File: src/rtl/usc_pkg.sv
// shared constants, register map and state types for the serial core
package usc_pkg;

   // register byte offsets, one aligned word each
   localparam logic [4:0] REG_DATA  = 5'h00;
   localparam logic [4:0] REG_CTRL  = 5'h04;
   localparam logic [4:0] REG_SYNC  = 5'h08;
   localparam logic [4:0] REG_STAT  = 5'h0C;
   localparam logic [4:0] REG_ISTAT = 5'h10;
   localparam logic [4:0] REG_IMASK = 5'h14;
   localparam logic [4:0] REG_MODEM = 5'h18;

   // status word bit positions
   localparam int ST_TXRDY  = 0;
   localparam int ST_RXAV   = 1;
   localparam int ST_TXE    = 2;
   localparam int ST_SYNC   = 3;
   localparam int ST_ARMED  = 4;
   localparam int ST_MDM_IN = 8;

   // event bits of the interrupt status and mask registers
   localparam int EV_RX  = 0;
   localparam int EV_TXE = 1;
   localparam int EV_OVR = 2;
   localparam int EV_PAR = 3;
   localparam int EV_FRM = 4;
   localparam int EV_SYN = 5;
   localparam int NEV    = 6;

   // indices into the pin synchroniser vector
   localparam int SY_TXC = 0;
   localparam int SY_RXC = 1;
   localparam int SY_RXD = 2;
   localparam int SY_CTS = 3;
   localparam int SY_GP  = 4;
   localparam int NSY    = 7;

   // modem register: [2:0] assert rts/dsr/dtr, [5:3] drive enables
   localparam int         MD_OE     = 3;
   localparam logic [5:0] MODEM_RST = 6'h28;
   localparam logic [3:0] CHAR_BASE = 4'h5;
   localparam logic [5:0] FM1_X1    = 6'h00;
   localparam logic [5:0] FM1_X16   = 6'h0F;
   localparam logic [5:0] FM1_X64   = 6'h3F;

   typedef struct packed {
      logic       mode_set;
      logic       two_stop;
      logic       two_sync;
      logic       par_even;
      logic       par_en;
      logic [1:0] char_len;
      logic [1:0] clk_sel;
      logic       sync_mode;
      logic       rx_en;
      logic       tx_en;
   } usc_ctrl_t;

   typedef enum logic [2:0] {TX_IDLE, TX_START, TX_DATA, TX_PAR, TX_STOP} usc_tx_t;
   typedef enum logic [2:0] {RX_IDLE, RX_START, RX_DATA, RX_PAR, RX_STOP} usc_rx_t;

   typedef struct packed {
      logic              ack;
      logic [31:0]       rdata;
      usc_ctrl_t         ctrl;
      logic [7:0]        sync1;
      logic [7:0]        sync2;
      logic [NEV-1:0]    istat;
      logic [NEV-1:0]    mask;
      logic [5:0]        modem;
      logic [NSY-1:0]    s0;
      logic [NSY-1:0]    s1;
      logic [NSY-1:0]    s2;
      logic [NSY-1:0]    flt;
      logic [7:0]        tbuf;
      logic              tbuf_full;
      usc_tx_t           tstate;
      logic [7:0]        tsh;
      logic [3:0]        tbits;
      logic [5:0]        tsub;
      logic              tfill;
      logic              tfill2;
      logic              tout;
      logic              tpar;
      logic              txe;
      usc_rx_t           rstate;
      logic [5:0]        rsub;
      logic [3:0]        rbits;
      logic [7:0]        rsh;
      logic              rpar;
      logic [15:0]       hist;
      logic              synced;
      logic              armed;
      logic [7:0]        rbuf;
      logic              ravail;
   } usc_st_t;

endpackage : usc_pkg

File: src/rtl/usc_core.sv
// serial core: avalon register slave, transmitter, receiver, sync hunt, modem pins
// Operation
// - software stores one or two sync characters in a dedicated register for sync mode.
// - in sync mode an empty transmitter with no new character sends the stored sync characters.
// - in sync receive, sync is declared when received characters equal the stored ones.
// - a written character moves from the transmit buffer into the shifter and leaves serially.
// - the transmitter adds start, parity and stop bits as the mode selects.
// - the receiver assembles characters and places each in the receive buffer for reading.
// - in sync mode the receiver hunts for sync characters and checks parity.
// - in async mode the receiver detects start and stop bits and checks parity.
// - no async start bit is taken before mode, receive enable and one high stop level.
// - four modem pins are handled, and rts, dsr and dtr may serve as general pins.
// - transmitter empty is set only when both shifter and buffer hold nothing unsent.
// - a new character over an unread one sets overrun and overwrites the old one.
// - the serial output changes on the falling transmit clock edge, at 1, 16 or 64 per bit.
// - the serial input is sampled on the rising receive clock edge, at 1, 16 or 64 per bit.
//
// Added by the designer: the Avalon-MM register port and the placing of the registers.
`timescale 1ns/1ps
`default_nettype none
module usc_core #(
   parameter int ADDR_W = 5
) (
   // clock and reset
   input  wire logic              mclk_in,
   input  wire logic              rst_in,
   // avalon-mm slave
   input  wire logic [ADDR_W-1:0] avs_address_in,
   input  wire logic              avs_read_in,
   input  wire logic              avs_write_in,
   input  wire logic [31:0]       avs_writedata_in,
   input  wire logic [3:0]        avs_byteenable_in,
   output logic      [31:0]       avs_readdata_out,
   output logic                   avs_waitrequest_out,
   output logic                   irq_out,
   // serial line and its clocks
   input  wire logic              transmit_shift_clock_in,
   input  wire logic              receive_shift_clock_in,
   input  wire logic              serial_in_line_in,
   output logic                   serial_out_line_out,
   output logic                   transmitter_empty_out,
   output logic                   receive_char_available_out,
   // modem pins, active low on the wire; order rts, dsr, dtr
   input  wire logic              cts_n_in,
   input  wire logic [2:0]        modem_n_in,
   output logic      [2:0]        modem_n_out,
   output logic      [2:0]        modem_n_oe_out
);

   if (ADDR_W < 5)
   begin : g_bad_addr
      $error("usc_core needs ADDR_W of at least 5");
   end

   usc_pkg::usc_st_t st;
   usc_pkg::usc_st_t s;

   function automatic logic [2:0] reg_idx(input logic [ADDR_W-1:0] a);
      logic [4:0] lo;
      lo = a[4:0];
      if (a[ADDR_W-1:0] >> 5 != '0)
         reg_idx = 3'h7;
      else
         reg_idx = 3'(lo >> 2);
   endfunction : reg_idx

   function automatic logic [7:0] cmask(input logic [3:0] n);
      cmask = 8'(8'hFF >> (4'h8 - n));
   endfunction : cmask

   function automatic logic hunt_ok(input logic [15:0] h, input logic [3:0] n, input logic two,
                                    input logic [7:0] c1, input logic [7:0] c2);
      logic [7:0] last;
      logic [7:0] prev;
      logic [7:0] m;
      m    = cmask(n);
      last = 8'(h >> (5'h10 - {1'b0, n}));
      prev = 8'(h >> (5'h10 - {n, 1'b0}));
      if (two)
         hunt_ok = ((last & m) == (c2 & m)) && ((prev & m) == (c1 & m));
      else
         hunt_ok = (last & m) == (c1 & m);
   endfunction : hunt_ok

   logic [3:0]        n;
   localparam int     NSYW = usc_pkg::NSY;
   logic [5:0]        fm1;
   logic [NSYW-1:0]   chg;
   logic              tx_fall;
   logic              rx_rise;
   logic              line;
   logic              cts_ok;
   logic              bit_en;
   logic              fin;
   logic              done;
   logic              load;
   logic              cend;
   logic              dlv;
   logic              rd_data;
   logic              wr_acc;
   logic [2:0]        idx;
   logic [7:0]        ch;
   logic [31:0]       bem;
   logic [31:0]       wv;
   logic [31:0]       rv;
   logic [NSYW-1:0]   pins;
   logic [usc_pkg::NEV-1:0] ev;
   usc_pkg::usc_ctrl_t c;

   assign pins = {modem_n_in, cts_n_in, serial_in_line_in, receive_shift_clock_in, transmit_shift_clock_in};

   always_comb
   begin
      s       = st;
      c       = st.ctrl;
      ev      = '0;
      fin     = 1'b0;
      done    = 1'b0;
      load    = 1'b0;
      cend    = 1'b0;
      dlv     = 1'b0;
      ch      = 8'h00;
      rv      = 32'h0000_0000;
      idx     = reg_idx(avs_address_in);
      bem     = {{8{avs_byteenable_in[3]}}, {8{avs_byteenable_in[2]}},
                 {8{avs_byteenable_in[1]}}, {8{avs_byteenable_in[0]}}};
      wv      = avs_writedata_in & bem;
      n       = 4'(usc_pkg::CHAR_BASE + {2'b00, c.char_len});
      // sync mode shifts once per clock edge whatever the clock select says
      case (c.sync_mode ? 2'b00 : c.clk_sel)
         2'b00:   fm1 = usc_pkg::FM1_X1;
         2'b01:   fm1 = usc_pkg::FM1_X16;
         default: fm1 = usc_pkg::FM1_X64;
      endcase

      // three-stage pin capture; an edge counts once stages two and three agree
      s.s0    = pins;
      s.s1    = st.s0;
      s.s2    = st.s1;
      chg     = ~(st.s1 ^ st.s2) & (st.s2 ^ st.flt);
      s.flt   = st.flt ^ chg;
      tx_fall = chg[usc_pkg::SY_TXC] & ~st.s2[usc_pkg::SY_TXC];
      rx_rise = chg[usc_pkg::SY_RXC] & st.s2[usc_pkg::SY_RXC];
      line    = st.flt[usc_pkg::SY_RXD];
      cts_ok  = ~st.flt[usc_pkg::SY_CTS];

      // bus: first cycle of a request latches read data, second cycle completes it
      s.ack   = (avs_read_in | avs_write_in) & ~st.ack;
      wr_acc  = avs_write_in & st.ack;
      rd_data = avs_read_in & st.ack & (idx == 3'(usc_pkg::REG_DATA >> 2));
      if (avs_read_in & ~st.ack)
      begin
         case (idx)
            3'(usc_pkg::REG_DATA >> 2):  rv[7:0] = st.rbuf;
            3'(usc_pkg::REG_CTRL >> 2):  rv = 32'(st.ctrl);
            3'(usc_pkg::REG_SYNC >> 2):  rv = {16'h0000, st.sync2, st.sync1};
            3'(usc_pkg::REG_STAT >> 2):
            begin
               rv[usc_pkg::ST_TXRDY] = ~st.tbuf_full;
               rv[usc_pkg::ST_RXAV]  = st.ravail;
               rv[usc_pkg::ST_TXE]   = st.txe;
               rv[usc_pkg::ST_SYNC]  = st.synced;
               rv[usc_pkg::ST_ARMED] = st.armed;
               rv[usc_pkg::ST_MDM_IN +: 4] = ~st.flt[usc_pkg::SY_CTS +: 4];
            end
            3'(usc_pkg::REG_ISTAT >> 2): rv = 32'(st.istat);
            3'(usc_pkg::REG_IMASK >> 2): rv = 32'(st.mask);
            3'(usc_pkg::REG_MODEM >> 2): rv = 32'(st.modem);
            default:                     rv = 32'h0000_0000;
         endcase
         s.rdata = rv;
      end
      if (rd_data)
         s.ravail = 1'b0;

      // transmitter: one bit per fm1+1 falling edges of the transmit clock
      bit_en = tx_fall & (st.tsub == fm1);
      if (tx_fall)
         s.tsub = (st.tsub == fm1) ? 6'h00 : 6'(st.tsub + 6'h01);
      if (bit_en)
      begin
         case (st.tstate)
            usc_pkg::TX_IDLE:  done = 1'b1;
            usc_pkg::TX_START:
            begin
               s.tout   = st.tsh[0];
               s.tpar   = st.tsh[0];
               s.tsh    = st.tsh >> 1;
               s.tbits  = 4'h1;
               s.tstate = usc_pkg::TX_DATA;
            end
            usc_pkg::TX_DATA:
               if (st.tbits == n)
               begin
                  if (c.par_en & ~st.tfill)
                  begin
                     s.tout   = st.tpar ^ ~c.par_even;
                     s.tstate = usc_pkg::TX_PAR;
                  end
                  else
                     fin = 1'b1;
               end
               else
               begin
                  s.tout  = st.tsh[0];
                  s.tpar  = st.tpar ^ st.tsh[0];
                  s.tsh   = st.tsh >> 1;
                  s.tbits = 4'(st.tbits + 4'h1);
               end
            usc_pkg::TX_PAR:   fin = 1'b1;
            usc_pkg::TX_STOP:
               if (c.two_stop & (st.tbits == 4'h0))
                  s.tbits = 4'h1;
               else
                  done = 1'b1;
            default:           s.tstate = usc_pkg::TX_IDLE;
         endcase
      end
      if (fin)
      begin
         if (c.sync_mode)
            done = 1'b1;
         else
         begin
            s.tout   = 1'b1;
            s.tstate = usc_pkg::TX_STOP;
            s.tbits  = 4'h0;
         end
      end
      if (done)
      begin
         s.tstate = usc_pkg::TX_IDLE;
         s.tfill  = 1'b0;
         s.tout   = 1'b1;
         if (st.tbuf_full & c.tx_en & cts_ok)
         begin
            ch          = st.tbuf;
            s.tbuf_full = 1'b0;
            s.tfill2    = 1'b0;
            load        = 1'b1;
         end
         else if (c.sync_mode & c.mode_set & c.tx_en)
         begin
            // fill characters go out raw, without a parity bit
            ch       = st.tfill2 ? st.sync2 : st.sync1;
            s.tfill2 = c.two_sync & ~st.tfill2;
            s.tfill  = 1'b1;
            load     = 1'b1;
         end
         if (load & c.sync_mode)
         begin
            s.tout   = ch[0];
            s.tpar   = ch[0];
            s.tsh    = ch >> 1;
            s.tbits  = 4'h1;
            s.tstate = usc_pkg::TX_DATA;
         end
         else if (load)
         begin
            s.tout   = 1'b0;
            s.tsh    = ch;
            s.tstate = usc_pkg::TX_START;
         end
      end

      // receiver
      if (~(c.rx_en & c.mode_set))
      begin
         s.rstate = usc_pkg::RX_IDLE;
         s.armed  = 1'b0;
         s.synced = 1'b0;
         s.ravail = 1'b0;
      end
      else if (rx_rise)
      begin
         if (c.sync_mode & ~st.synced)
         begin
            s.hist = {line, st.hist[15:1]};
            if (hunt_ok(s.hist, n, c.two_sync, st.sync1, st.sync2))
            begin
               s.synced     = 1'b1;
               ev[usc_pkg::EV_SYN] = 1'b1;
               s.rstate     = usc_pkg::RX_DATA;
               s.rbits      = 4'h0;
               s.rpar       = 1'b0;
               s.rsub       = 6'h00;
            end
         end
         else if (st.rstate == usc_pkg::RX_IDLE)
         begin
            if (~c.sync_mode)
            begin
               if (line)
                  s.armed = 1'b1;
               else if (st.armed)
               begin
                  s.rpar   = 1'b0;
                  s.rbits  = 4'h0;
                  // x1 has no oversampling, so the next edge is already data
                  s.rstate = (fm1 == 6'h00) ? usc_pkg::RX_DATA : usc_pkg::RX_START;
                  s.rsub   = fm1 >> 1;
               end
            end
         end
         else if (st.rsub != 6'h00)
            s.rsub = 6'(st.rsub - 6'h01);
         else
         begin
            s.rsub = fm1;
            case (st.rstate)
               usc_pkg::RX_START:
                  s.rstate = line ? usc_pkg::RX_IDLE : usc_pkg::RX_DATA;
               usc_pkg::RX_DATA:
               begin
                  s.rsh   = {line, st.rsh[7:1]};
                  s.rpar  = st.rpar ^ line;
                  s.rbits = 4'(st.rbits + 4'h1);
                  if (st.rbits == 4'(n - 4'h1))
                  begin
                     if (c.par_en)
                        s.rstate = usc_pkg::RX_PAR;
                     else
                        cend = 1'b1;
                  end
               end
               usc_pkg::RX_PAR:
               begin
                  ev[usc_pkg::EV_PAR] = st.rpar ^ line ^ ~c.par_even;
                  cend = 1'b1;
               end
               usc_pkg::RX_STOP:
               begin
                  ev[usc_pkg::EV_FRM] = ~line;
                  s.armed  = line;
                  s.rstate = usc_pkg::RX_IDLE;
                  dlv      = 1'b1;
               end
               default: s.rstate = usc_pkg::RX_IDLE;
            endcase
            if (cend & c.sync_mode)
            begin
               dlv      = 1'b1;
               s.rstate = usc_pkg::RX_DATA;
               s.rbits  = 4'h0;
               s.rpar   = 1'b0;
            end
            else if (cend)
               s.rstate = usc_pkg::RX_STOP;
         end
      end
      if (dlv)
      begin
         s.rbuf  = 8'(s.rsh >> (4'h8 - n));
         ev[usc_pkg::EV_RX]  = 1'b1;
         ev[usc_pkg::EV_OVR] = st.ravail & ~rd_data;
         s.ravail = 1'b1;
      end

      // register writes take effect on the completing edge
      if (wr_acc)
      begin
         case (idx)
            3'(usc_pkg::REG_DATA >> 2):
               if (avs_byteenable_in[0])
               begin
                  s.tbuf      = avs_writedata_in[7:0];
                  s.tbuf_full = 1'b1;
               end
            3'(usc_pkg::REG_CTRL >> 2):
               s.ctrl = usc_pkg::usc_ctrl_t'(12'((32'(st.ctrl) & ~bem) | wv));
            3'(usc_pkg::REG_SYNC >> 2):
               {s.sync2, s.sync1} = 16'(({16'h0000, st.sync2, st.sync1} & ~bem) | wv);
            3'(usc_pkg::REG_ISTAT >> 2):
               s.istat = st.istat & ~wv[usc_pkg::NEV-1:0];
            3'(usc_pkg::REG_IMASK >> 2):
               s.mask = 6'((32'(st.mask) & ~bem) | wv);
            3'(usc_pkg::REG_MODEM >> 2):
               s.modem = 6'((32'(st.modem) & ~bem) | wv);
            default: ;
         endcase
      end

      s.txe = ~s.tbuf_full & ((s.tstate == usc_pkg::TX_IDLE) | s.tfill);
      ev[usc_pkg::EV_TXE] = s.txe & ~st.txe;
      // a new event wins over a clear in the same cycle
      s.istat = s.istat | ev;
   end

   always_ff @(posedge mclk_in)
   begin
      if (rst_in)
      begin
         st       <= '0;
         st.modem <= usc_pkg::MODEM_RST;
         st.flt   <= '1;
         st.tout  <= 1'b1;
      end
      else
         st <= s;
   end

   assign avs_readdata_out           = st.rdata;
   assign avs_waitrequest_out        = (avs_read_in | avs_write_in) & ~st.ack;
   assign irq_out                    = |(st.istat & st.mask);
   assign serial_out_line_out        = st.tout;
   assign transmitter_empty_out      = st.txe;
   assign receive_char_available_out = st.ravail;
   assign modem_n_out                = ~st.modem[2:0];
   assign modem_n_oe_out             = st.modem[usc_pkg::MD_OE +: 3];

   a_txe_both_empty: assert property (@(posedge mclk_in) disable iff (rst_in)
      transmitter_empty_out |-> !st.tbuf_full && (st.tstate == usc_pkg::TX_IDLE || st.tfill))
      else $error("transmitter empty while data is unsent");

   a_tx_on_fall: assert property (@(posedge mclk_in) disable iff (rst_in)
      $changed(serial_out_line_out) |-> $past(tx_fall))
      else $error("serial output changed without a transmit clock fall");

   a_rx_on_rise: assert property (@(posedge mclk_in) disable iff (rst_in)
      $changed(st.rsh) |-> $past(rx_rise))
      else $error("receive shifter moved without a receive clock rise");

   a_overrun_flag: assert property (@(posedge mclk_in) disable iff (rst_in)
      (dlv && st.ravail && !rd_data) |=> st.istat[usc_pkg::EV_OVR] && st.ravail)
      else $error("overrun not flagged on unread character");

   a_start_armed: assert property (@(posedge mclk_in) disable iff (rst_in)
      (st.rstate == usc_pkg::RX_IDLE && !st.ctrl.sync_mode) ##1 (st.rstate != usc_pkg::RX_IDLE)
      |-> $past(st.armed) && $past(st.ctrl.rx_en) && $past(st.ctrl.mode_set))
      else $error("async start taken before the receiver was armed");

   a_sync_fill: assert property (@(posedge mclk_in) disable iff (rst_in)
      (bit_en && st.tstate == usc_pkg::TX_IDLE && st.ctrl.sync_mode && st.ctrl.mode_set
       && st.ctrl.tx_en && !st.tbuf_full && !st.tfill2)
      |=> st.tfill && serial_out_line_out == $past(st.sync1[0]))
      else $error("sync fill character not sent");

   a_hunt_sync: assert property (@(posedge mclk_in) disable iff (rst_in)
      $rose(st.synced) |-> $past(rx_rise) && st.istat[usc_pkg::EV_SYN])
      else $error("sync declared without a receive edge or event");

   a_mid_sample: assert property (@(posedge mclk_in) disable iff (rst_in)
      (rx_rise && st.rstate == usc_pkg::RX_IDLE && st.armed && !line && !st.ctrl.sync_mode
       && st.ctrl.rx_en && st.ctrl.mode_set && st.ctrl.clk_sel == 2'b01)
      |=> st.rsub == 6'h07)
      else $error("x16 start not aimed at mid bit");

   a_bus_answer: assert property (@(posedge mclk_in) disable iff (rst_in)
      (avs_read_in || avs_write_in) && avs_waitrequest_out |=> !avs_waitrequest_out)
      else $error("bus request held waiting more than one cycle");

   a_read_clears: assert property (@(posedge mclk_in) disable iff (rst_in)
      rd_data && !dlv |=> !receive_char_available_out)
      else $error("data read did not clear character available");

endmodule : usc_core
`default_nettype wire

File: config.mk
export PLATFORM = sky130hd
export DESIGN_NAME = usc_core
export DESIGN_NICKNAME = d
export VERILOG_FILES = /design/src/rtl/usc_pkg.sv /design/src/rtl/usc_core.sv
export SDC_FILE = /design/constraint.sdc
export NUM_CORES = 1
export LEC_CHECK = 0
export BUFFER_PORTS_ARGS = -buffer_cell sky130_fd_sc_hd__buf_2
export CAP_MARGIN = 20
export CORE_MARGIN = 1.5
export CORE_UTILIZATION = 36
export CTS_CLUSTER_DIAMETER = 50
export DETAILED_ROUTE_END_ITERATION = 6
export PLACE_DENSITY = 0.5
export SETUP_SLACK_MARGIN = 0.2
export SYNTH_ARGS = -nofsm -noshare
export SYNTH_HDL_FRONTEND = slang
export SYNTH_SLANG_ARGS = --single-unit
export TNS_END_PERCENT = 10
File: constraint.sdc
create_clock -name mclk_in -period 11.1 [get_ports mclk_in]
set_input_delay 0.555 -clock mclk_in [delete_from_list [all_inputs] [get_ports mclk_in]]
set_output_delay 0.555 -clock mclk_in [all_outputs]
set_load 0.1 [all_outputs]
==> Word level (Yosys, flattened, before mapping) <==
Index checks and enable logic that the tools add are counted.
{ "word_totals": {"out_inout_bits": 43, "register_bits": 191, "word_cells": 312, "input_bits": 52} }
{ "classes": {"addsub": 9, "shifts": 4, "bitwise": 67, "reduce_logical": 27, "n_mux": 130, "eq_ne": 33} }
{ "op_table": {"columns": ["cell", "n"], "rows": [
  ["$mux 13", 8],
  ["$mux 1", 65],
  ["$mux 8", 5],
  ["$pmux 5 s7", 1],
  ["$mux 3", 11],
  ["$and 16x16->16", 2],
  ["$and 8x8->8", 4],
  ["$shr 16x5->8", 2],
  ["$mux 6", 5],
  ["$mux 4", 7],
  ["$mux 27", 1],
  ["$mux 25", 1],
  ["$and 6x6->6", 4],
  ["$eq 8x8->1", 3],
  ["$pmux 4 s3", 2],
  ["$and 1x1->1", 22],
  ["$xor 7x7->7", 3],
  ["$eq 3x2->1 const B", 6],
  ["$mux 18", 1],
  ["$or 6x6->6", 3],
  ["$pmux 3 s3", 2],
  ["$pmux 3 s6", 1],
  ["$mux 17", 1],
  ["$mux 16", 1],
  ["other kinds (57)", 109]
]} }

==> Longest topological paths before layout <==
Gate-level depths: netlist of run 1.
{ "logic_depth": {"ltp_word": 19, "mapped_depth": 16, "depth_no_buf": 11} }

==> Least setup slack after synthesis of run 1 <==
Ideal clock, no wire load.
{ "synth_path": {"path_type": "register to register", "start": "register with a tool-made name", "end": "register st[43] (netlist name)", "arrival_time_ns": 3.464, "period_less_slack_ns": 3.585, "slack_ns": 7.515, "stages_incl_launch_ff": 16, "required_time_ns": 10.979, "path_cell_list": "dfxtp_1 -> buf_4 -> buf_4 -> inv_2 -> ha_1 -> buf_6 -> buf_12 -> mux2_4 -> o22ai_1 -> nor3_1 -> nor4_2 -> nand4_1 -> or4_1 -> buf_2 -> a21o_4 -> mux2_4"} }
{ "synth_lines": {"columns": ["item", "line", "rtl"], "rows": [
  ["to (signal assigned)", "usc_core.sv:399", "st <= s;"],
  ["to (decl)", "usc_core.sv:55", "usc_pkg::usc_st_t st;"]
]} }

==> flow_metrics.tcl, run 1 <==
set metrics [dict create \
    status "complete, no violations" \
    syn_to_final_growth_pct 8.87 \
    syn-cell-area_um2 9780 \
    syn_avg_cell_area_um2 8.48 \
    dieWidth_um 168 \
    antenna_found_initial 0 \
    num_rows 60 \
    required_ns 11.43 \
    clockPowerShare_pct 45.4 \
    synth_common_cells "190 x nor2_1, 174 x dfxtp_1, 122 x mux2i_1" \
    worstHoldPathType "in -> reg" \
    vdd_drop_max_mv 0.0918 \
    ys.flop_type "dfxtp_1" \
    cts-root-buf "clkbuf_16" \
    core_um2 26800 \
    cts_tree "done" \
    setup_viol 0 \
    viasPerCell 5.51 \
    rr_worst_depth 12 \
    cellLeakagePower_nw 3.80 \
    wire_per_inst_um 18.8 \
    finalCritPeriodShare_pct 42.3 \
    start_util_pct 36.5 \
    pin_count 95 \
    clk_pin_slew_ns 0.07 \
    slew_headroom_pct 29.8 \
    dieArea_um2 28200 \
    max-clock-path-buffers 2 \
    htreeDepth 4 \
    numCtsBuffers 17 \
    ys_async_sr_fraction_pct 0 \
    placedCellCount 1469 \
    rsz0062_at_grt "false" \
    firstDrtPassIters 7 \
    endpoint_kind "register" \
    crit_path_end "st[43]" \
    seqPwrFrac_pct 46.8 \
    tns_ns 0 \
    synth-seq-cells 174 \
    port_buffers 58 \
    nets 1211 \
    cap_violations 0 \
    netlist_instances 1153 \
    antenna_cells 0 \
    p_per_area_nw_per_um2 129 \
    synth_edf_count 0 \
    hold_viol_final 0 \
    cts_setup_buffers 0 \
    ys_types 82 \
    drive_gt1_share_pct 11.4 \
    intPower_mw 0.997 \
    rrSetupSlack_ns 6.41 \
    dp_hpwl_um 20200 \
    max_freq_mhz 213 \
    grt_pass1_wl_um 44200 \
    routed-via-count 8282 \
    drv_slew 0 \
    drtIter0Drc 744 \
    p_switching_mw 0.373 \
    groute.usage.overall_pct 20.3 \
    tightest_slew_ns 1.05 \
    postRouteAntennaNets 0 \
    synth_area_leader_cell "dfxtp_1" \
    grt_pass1_vias 7678 \
    yosysSeqAreaShare_pct 35.6 \
    die-height_um 168 \
    drc 0 \
    ctsResizeCount 0 \
    hold_buffers 0 \
    finClkSkew_ns 0.00994 \
    gr-total-overflow 0 \
    fin_crit_ns 4.69 \
    combPwrFrac_pct 7.9 \
    clkSinkCount 174 \
    final_cells 1503 \
    clk_latency_ns 0.44 \
    grt_max_degree 99 \
    r2r-end "st[43]" \
    sw_frac_of_total_pct 27.2 \
    worstPathMaxFanout 41 \
    gp_congestion 0.875 \
    placed_area_um2 10000 \
    synth.top_cells.by_area "dfxtp_1 36%, mux2i_1 12%, nor2_1 7.3%" \
    critPathLaunchType "register" \
    totalWireLength_um 28300 \
    crit_arrival_ns 5.02 \
    synth-warning-count 0 \
    final_area_um2 10600 \
    path_class "reg -> reg" \
    yosysMostFrequentCell "nor2_1" \
    synth_top_area_share_pct 35.6 \
]
cell usage in the layout, fill, tap and decap left out, types with 5 or more instances in the layout:
cell / instances
nand4_1: 8
a211oi_1: 7
a31oi_1: 14
o211ai_1: 9
o21ai_0: 43
xor2_1: 14
a21oi_1: 67
nor2_1: 189
mux4_2: 14
clkbuf_16: 17
o22a_1: 6
ha_1: 10
nor2b_1: 34
nand3_1: 23
a22oi_1: 15
nor3_1: 18
buf_2: 57
buf_4: 9
a2bb2oi_1: 5
nand2_1: 87
mux2_2: 6
dfxtp_1: 174
a221oi_1: 7
o21a_1: 6
mux2i_1: 122
conb_1: 16
inv_1: 24
xnor2_1: 19
clkinvlp_4: 6
nor4_1: 7
nand2b_1: 14
o22ai_1: 15
kinds of logic (layout without fill, tap and decap cells):
group	Yosys count	in the layout	share of synthesized area, %
AO/OA/AOI/OAI	238	238	16.1
XOR/XNOR	33	33	2.96
adder cells (fa/ha/maj)	10	10	1.28
buffers and inverters	133	127	7.05
flip-flops	174	174	35.6
multiplexers	147	147	17.4
other	1	16	0.0384
AND/OR/NAND/NOR	417	417	19.6
power groups by stage:
stage	sequential, mW	combinational (mW)	clock [mW]
after global placement	0.655	0.108	0
after floorplan	0.652	0.0893	0
after detailed placement	0.655	0.108	0
final	0.641	0.108	0.622
after CTS	0.641	0.108	0.633
after global routing	0.642	0.116	0.657
metrics by stage:
| stage | utilization [%] | hold WS, ns | total power [mW] | setup slack [ns] |
|---|---|---|---|---|
| floorplan | - | 0.414 | 0.742 | 7.51 |
| detailed placement | 37.4 | 0.420 | 0.763 | 6.42 |
| global route | 39.7 | 0.321 | 1.41 | 6.18 |
| finish | 39.7 | 0.323 | 1.37 | 6.41 |
| global placement | 37.4 | 0.417 | 0.763 | 6.42 |
| CTS | 39.6 | 0.313 | 1.38 | 6.40 |
worst max-delay path, cell delays in order (launching register included):
cell	delay (ns)
dfxtp_1	0.31
buf_4	0.41
inv_2	0.22
ha_1	0.33
buf_4	0.46
mux4_1	0.65
xnor2_1	0.19
nand2_1	0.07
o31ai_1	0.31
nand4_1	0.18
or4_1	0.78
a21o_4	0.33
mux2_4	0.29
per-layer routing:
metal	part of all wire, %	GRT usage [%]
met1	48	28.3
met2	46	33.0
met3	4.9	3.50
met4	0.92	4.47
met5	0	0
worst min-delay path by stage:
stage	from	endpoint	slack (ns)	depth (start not counted)
6_report	modem_n_in[1]	s[103]	0.32	2
3_3_place_gp	s[104]	s[97]	0.42	1
2_1_floorplan	s[98]	s[91]	0.41	1
5_1_grt	modem_n_in[1]	s[103]	0.32	2
3_5_place_dp	s[100]	s[93]	0.42	1
4_1_cts	modem_n_in[1]	s[103]	0.31	2
area by class of cell:
class / count / area [um2]
Tap cell: 341 / 427
Clock buffer: 18 / 439
Clock inverter: 14 / 159
Multi-Input combinational cell: 861 / 5660
Fill cell: 2797 / 16200
Timing Repair Buffer: 68 / 372
Inverter: 27 / 101
Sequential cell: 174 / 3480
(Power assumes the default switching activity.)
==> run 2, diff against run 1 <==
--- a/config.mk
+++ b/config.mk
@@ -11,7 +11,7 @@
 export CORE_UTILIZATION = 36
 export CTS_CLUSTER_DIAMETER = 50
 export DETAILED_ROUTE_END_ITERATION = 6
-export PLACE_DENSITY = 0.5
+export PLACE_DENSITY = 0.52
 export SETUP_SLACK_MARGIN = 0.2
 export SYNTH_ARGS = -nofsm -noshare
 export SYNTH_HDL_FRONTEND = slang
==> constraint.sdc (replaced) <==
create_clock -name mclk_in -period 4.1 [get_ports mclk_in]
set_input_delay 0.205 -clock mclk_in [delete_from_list [all_inputs] [get_ports mclk_in]]
set_output_delay 0.205 -clock mclk_in [all_outputs]
set_load 0.1 [all_outputs]
==> run 2 against run 1 <==
Against the previous run: combinational power rose to 2.8 times the previous value; clock skew up 0.0061 ns; largest cell class unchanged; highest routed layer unchanged; wire length is 1.1% higher; via count rose by 0.88%; clock power increased to 2.7 times the previous value.
==> flow_metrics.tcl, run 2 (synthesis gave the netlist of run 1 again) <==
set metrics [dict create \
    worstHoldPathType "in -> reg" \
    vdd_drop_max_mv 0.242 \
    num_rows 60 \
    clk_pin_slew_ns 0.08 \
    drtIter0Drc 827 \
    drv_slew 0 \
    worstPathMaxFanout 9 \
    cts-root-buf "clkbuf_16" \
    syn_to_final_growth_pct 11.6 \
    wire_per_inst_um 18.7 \
    die-height_um 168 \
    fin_crit_ns 3.77 \
    viasPerCell 5.46 \
    slew_headroom_pct 26.8 \
    setup_viol 0 \
    grt_pass1_wl_um 44500 \
    pin_count 95 \
    tightest_slew_ns 1.09 \
    htreeDepth 4 \
    drive_gt1_share_pct 12.7 \
    placed_area_um2 10200 \
    gr-total-overflow 0 \
    postRouteAntennaNets 0 \
    firstDrtPassIters 5 \
    cellLeakagePower_nw 3.94 \
    path_class "reg -> reg" \
    clk_latency_ns 0.45 \
    grt_pass1_vias 7776 \
    nets 1237 \
    gp_congestion 0.912 \
    rsz0062_at_grt "false" \
    totalWireLength_um 28600 \
    routed-via-count 8355 \
    cap_violations 0 \
    final_cells 1529 \
    dieArea_um2 28200 \
    core_um2 26800 \
    required_ns 4.44 \
    drc 0 \
    final_area_um2 10900 \
    fillers 2708 \
    max_freq_mhz 265 \
    tns_ns 0 \
    rrSetupSlack_ns 0.33 \
    clkSinkCount 174 \
    numCtsBuffers 17 \
    finClkSkew_ns 0.0161 \
    groute.usage.overall_pct 20.4 \
    hold_viol_final 0 \
    rr_worst_depth 10 \
    port_buffers 58 \
    dieWidth_um 168 \
    status "complete, no violations" \
    cts_tree "done" \
    start_util_pct 36.5 \
    endpoint_kind "register" \
    p_per_area_nw_per_um2 343 \
    critPathLaunchType "register" \
    dp_hpwl_um 20600 \
    grt_max_degree 70 \
    r2r-end "st[44]" \
    crit_path_end "st[44]" \
    max-clock-path-buffers 2 \
    antenna_cells 0 \
    mostFrequentLayoutCells "189 x nor2_1, 174 x dfxtp_1, 122 x mux2i_1, 87 x nand2_1, 67 x a21oi_1" \
    multi_input_area_um2 5670 \
    seqCellArea_um2 3480 \
    placedCellCount 1486 \
    finalCritPeriodShare_pct 92.0 \
    crit_arrival_ns 4.11 \
    antenna_found_initial 0 \
    layout_commonest_cell "nor2_1" \
]
## run 2: changes by cell type in the layout (fill, tap and decap cells not counted), moves of 4 or more
cell,change
dlygate4sd3_1,+11
clkinv_8,+6
buf_4,+16
clkinvlp_4,-4
## run 2: cell type report
| type | count | share of cell area (%) |
|---|---|---|
| clock buffer | 17 | 3.90 |
| clock inverter | 15 | 1.83 |
| inverter | 27 | 0.963 |
| multi-input combinational | 861 | 52.0 |
| sequential | 174 | 31.9 |
| tap | 341 | 3.91 |
| timing repair buffer | 94 | 5.53 |
## run 2: how the worst min path moves through the flow
| stage | to | startpoint | cells after the start |
|---|---|---|---|
| 2_1_floorplan | s[100] | serial_in_line_in | 1 |
| 3_3_place_gp | s[97] | s[104] | 1 |
| 3_5_place_dp | s[101] | cts_n_in | 2 |
| 4_1_cts | register | avs_writedata_in[9] | 3 |
| 5_1_grt | register | avs_writedata_in[9] | 3 |
| 6_report | register | avs_writedata_in[9] | 3 |
## run 2: critical path: stages (launching register included)
cell and delay (ns):
dfxtp_1 0.39, inv_1 0.10, ha_2 0.53, mux4_1 0.62, xnor2_1 0.18, nand2_1 0.07, o31ai_1 0.35, nand4_1 0.19
or4_4 0.66, a21o_4 0.27, mux2_4 0.30
## run 2: stage by stage
stage               worst slack, ns  power [mW]  utilization (%)  hold slack, ns
floorplan                     0.515        2.01                -           0.333
global placement              0.142        2.07             37.9           0.415
detailed placement            0.111        2.07             37.9           0.423
CTS                           0.210        3.78             40.7          0.0157
global route                  0.216        3.87             40.7          0.0458
finish                        0.330        3.75             40.7          0.0249
## run 2: layer usage
metal,routed length (um),global-route usage [%],vias up
met2,12900,31.9,217
met3,1480,3.57,36
met1,13600,28.4,4009
li1,-,-,4093
met4,559,6.46,0
met5,0,0,-
## run 2: what timing repair did
| item | 4_1_cts | 5_1_grt |
|---|---|---|
| hold buffers | 11 | 0 |
| gates resized for setup | 1 | 3 |
| setup buffers | 0 | 0 |
| pin swaps | 0 | 1 |
| setup endpoints to repair | 8 | 13 |
| endpoints found under the hold margin | 11 | 0 |
## run 2: report_power, final
group          internal (mW)  leakage [nW]  switching [mW]
logic                 0.0733          2.23           0.232
registers               1.71          1.41          0.0241
clock network          0.842         0.299           0.863
==> run 3, diff against run 2 <==
--- a/config.mk
+++ b/config.mk
@@ -7,11 +7,11 @@
 export LEC_CHECK = 0
 export BUFFER_PORTS_ARGS = -buffer_cell sky130_fd_sc_hd__buf_2
 export CAP_MARGIN = 20
-export CORE_MARGIN = 1.5
-export CORE_UTILIZATION = 36
+export CORE_MARGIN = 2
+export CORE_UTILIZATION = 50
 export CTS_CLUSTER_DIAMETER = 50
 export DETAILED_ROUTE_END_ITERATION = 6
-export PLACE_DENSITY = 0.52
+export PLACE_DENSITY = 0.69
 export SETUP_SLACK_MARGIN = 0.2
 export SYNTH_ARGS = -nofsm -noshare
 export SYNTH_HDL_FRONTEND = slang
==> run 3 against run 2 <==
Against the previous run: via count increased by 2.0%; sequential power about the same; first-iteration DRC count decreased by 11%; final area decreased by 1.4%; critical endpoint unchanged.
==> flow_metrics.tcl, run 3 (synthesis gave the netlist of run 1 again) <==
set metrics [dict create \
    crit_arrival_ns 4.09 \
    gp_congestion 0.946 \
    p_switching_mw 1.06 \
    antenna_cells 0 \
    intPower_mw 2.68 \
    fin_crit_ns 3.76 \
    drtIter0Drc 734 \
    pin_count 95 \
    drv_slew 0 \
    clockPowerShare_pct 45.6 \
    fillers 1746 \
    placed_area_um2 10000 \
    seqCellArea_um2 3480 \
    place_ws_ns 0.184 \
    required_ns 4.43 \
    port_buffers 58 \
    start_util_pct 50.6 \
    cts_setup_buffers 0 \
    slew_headroom_pct 23.3 \
    worstHoldPathType "in -> reg" \
    max-clock-path-buffers 2 \
    timing.hold.ws_ns 0.00647 \
    layout_commonest_cell "nor2_1" \
    status "complete, no violations" \
    core_um2 19300 \
    endpoint_kind "register" \
    slowest_stage "a2111oi_1" \
    grt_pass1_wl_um 41900 \
    combPwrFrac_pct 8.0 \
    utilization_pct 55.7 \
    cts-root-buf "clkbuf_16" \
    path_class "reg -> reg" \
    routed-via-count 8525 \
    grt_pass1_vias 7922 \
    tns_ns 0 \
    path_cells "inv_1 -> ha_2 -> buf_4 -> mux2i_1 -> a22o_1 -> nor3_1 -> a2111oi_1 -> o2111ai_1 -> o21a_1 -> a21o_4 -> mux2_4" \
    totalWireLength_um 26800 \
    vdd_drop_max_mv 0.285 \
    fin_ws_ns 0.342 \
    setup_viol 0 \
    hold_viol_final 0 \
    rsz0062_at_grt "false" \
    numCtsBuffers 17 \
    firstDrtPassIters 7 \
    clk_latency_ns 0.44 \
    wire_per_inst_um 18.6 \
    htreeDepth 4 \
    critPathLaunchType "register" \
    cp_top_family "compound AO/OA/AOI/OAI gates" \
    gr-total-overflow 0 \
    dp_hpwl_um 19100 \
    cap_violations 0 \
    tightest_slew_ns 1.15 \
    max_freq_mhz 266 \
    dieArea_um2 20700 \
    finalCritPeriodShare_pct 91.7 \
    viasPerCell 5.90 \
    final_area_um2 10800 \
    p_per_area_nw_per_um2 347 \
    syn_to_final_growth_pct 10.1 \
    mostFrequentLayoutCells "190 x nor2_1, 173 x dfxtp_1, 122 x mux2i_1, 87 x nand2_1, 67 x a21oi_1" \
    path_buf_inv 2 \
    clkSinkCount 174 \
    clk_pin_slew_ns 0.08 \
    cts_tree "done" \
    dieWidth_um 144 \
    postRouteAntennaNets 0 \
    drc 0 \
    rrSetupSlack_ns 0.34 \
    critPathMaxStageDelay_ns 0.50 \
    num_rows 51 \
    drive_gt1_share_pct 12.5 \
    sw_frac_of_total_pct 28.4 \
    worstPathMaxFanout 10 \
    cellLeakagePower_nw 3.91 \
    antenna_found_initial 0 \
    seqPwrFrac_pct 46.4 \
    grt_max_degree 100 \
    finClkSkew_ns 0.0136 \
    nets 1229 \
    multi_input_area_um2 5670 \
    groute.usage.overall_pct 26.2 \
    die-height_um 144 \
]
run 3: worst paths after layout:
| check | cells past startpoint | from | to |
|---|---|---|---|
| worst max-delay path | 11 | register | st[44] |
| worst min-delay path | 3 | avs_writedata_in[13] | register |
| worst max register to register | 11 | register | st[44] |
| worst min register to register | 1 | s[100] | s[93] |
run 3: final cells by class:
| cell class | instances | share of cell area (%) |
|---|---|---|
| multi-input combinational | 861 | 52.7 |
| inverter | 27 | 0.977 |
| timing repair buffer | 86 | 4.86 |
| tap | 265 | 3.08 |
| clock buffer | 17 | 3.95 |
| clock inverter | 15 | 2.03 |
| sequential | 174 | 32.4 |
run 3: power groups by stage:
stage / logic [mW] / clock network [mW] / registers, mW
4_1_cts: 0.297 / 1.73 / 1.73
5_1_grt: 0.320 / 1.79 / 1.74
6_report: 0.299 / 1.70 / 1.73
2_1_floorplan: 0.242 / 0 / 1.77
3_5_place_dp: 0.290 / 0 / 1.77
3_3_place_gp: 0.288 / 0 / 1.77
run 3: what timing repair did:
| item | CTS | global route |
|---|---|---|
| resized for setup | 2 | 4 |
| hold buffers | 8 | 0 |
| endpoints found under the hold margin | 8 | 0 |
| endpoints found under the setup margin | 2 | 13 |
run 3: metrics by stage:
step	instances	total power, mW
floorplan	1168	2.01
global placement	1405	2.06
detailed placement	1405	2.06
CTS	1445	3.76
global route	1445	3.84
finish	1445	3.74
run 3: worst min-delay path, cell delays in order:
cell     delay, ns
buf_2         0.08
mux2i_1       0.06
nor2_1        0.07
run 3: routing by layer:
| metal | share of wire (%) | vias to the layer above | GRT usage (%) |
|---|---|---|---|
| li1 | - | 4082 | - |
| met1 | 43 | 4072 | 35.2 |
| met2 | 47 | 329 | 42.1 |
| met3 | 7.8 | 42 | 6.00 |
| met4 | 1.8 | 0 | 7.69 |
| met5 | 0 | - | 0 |
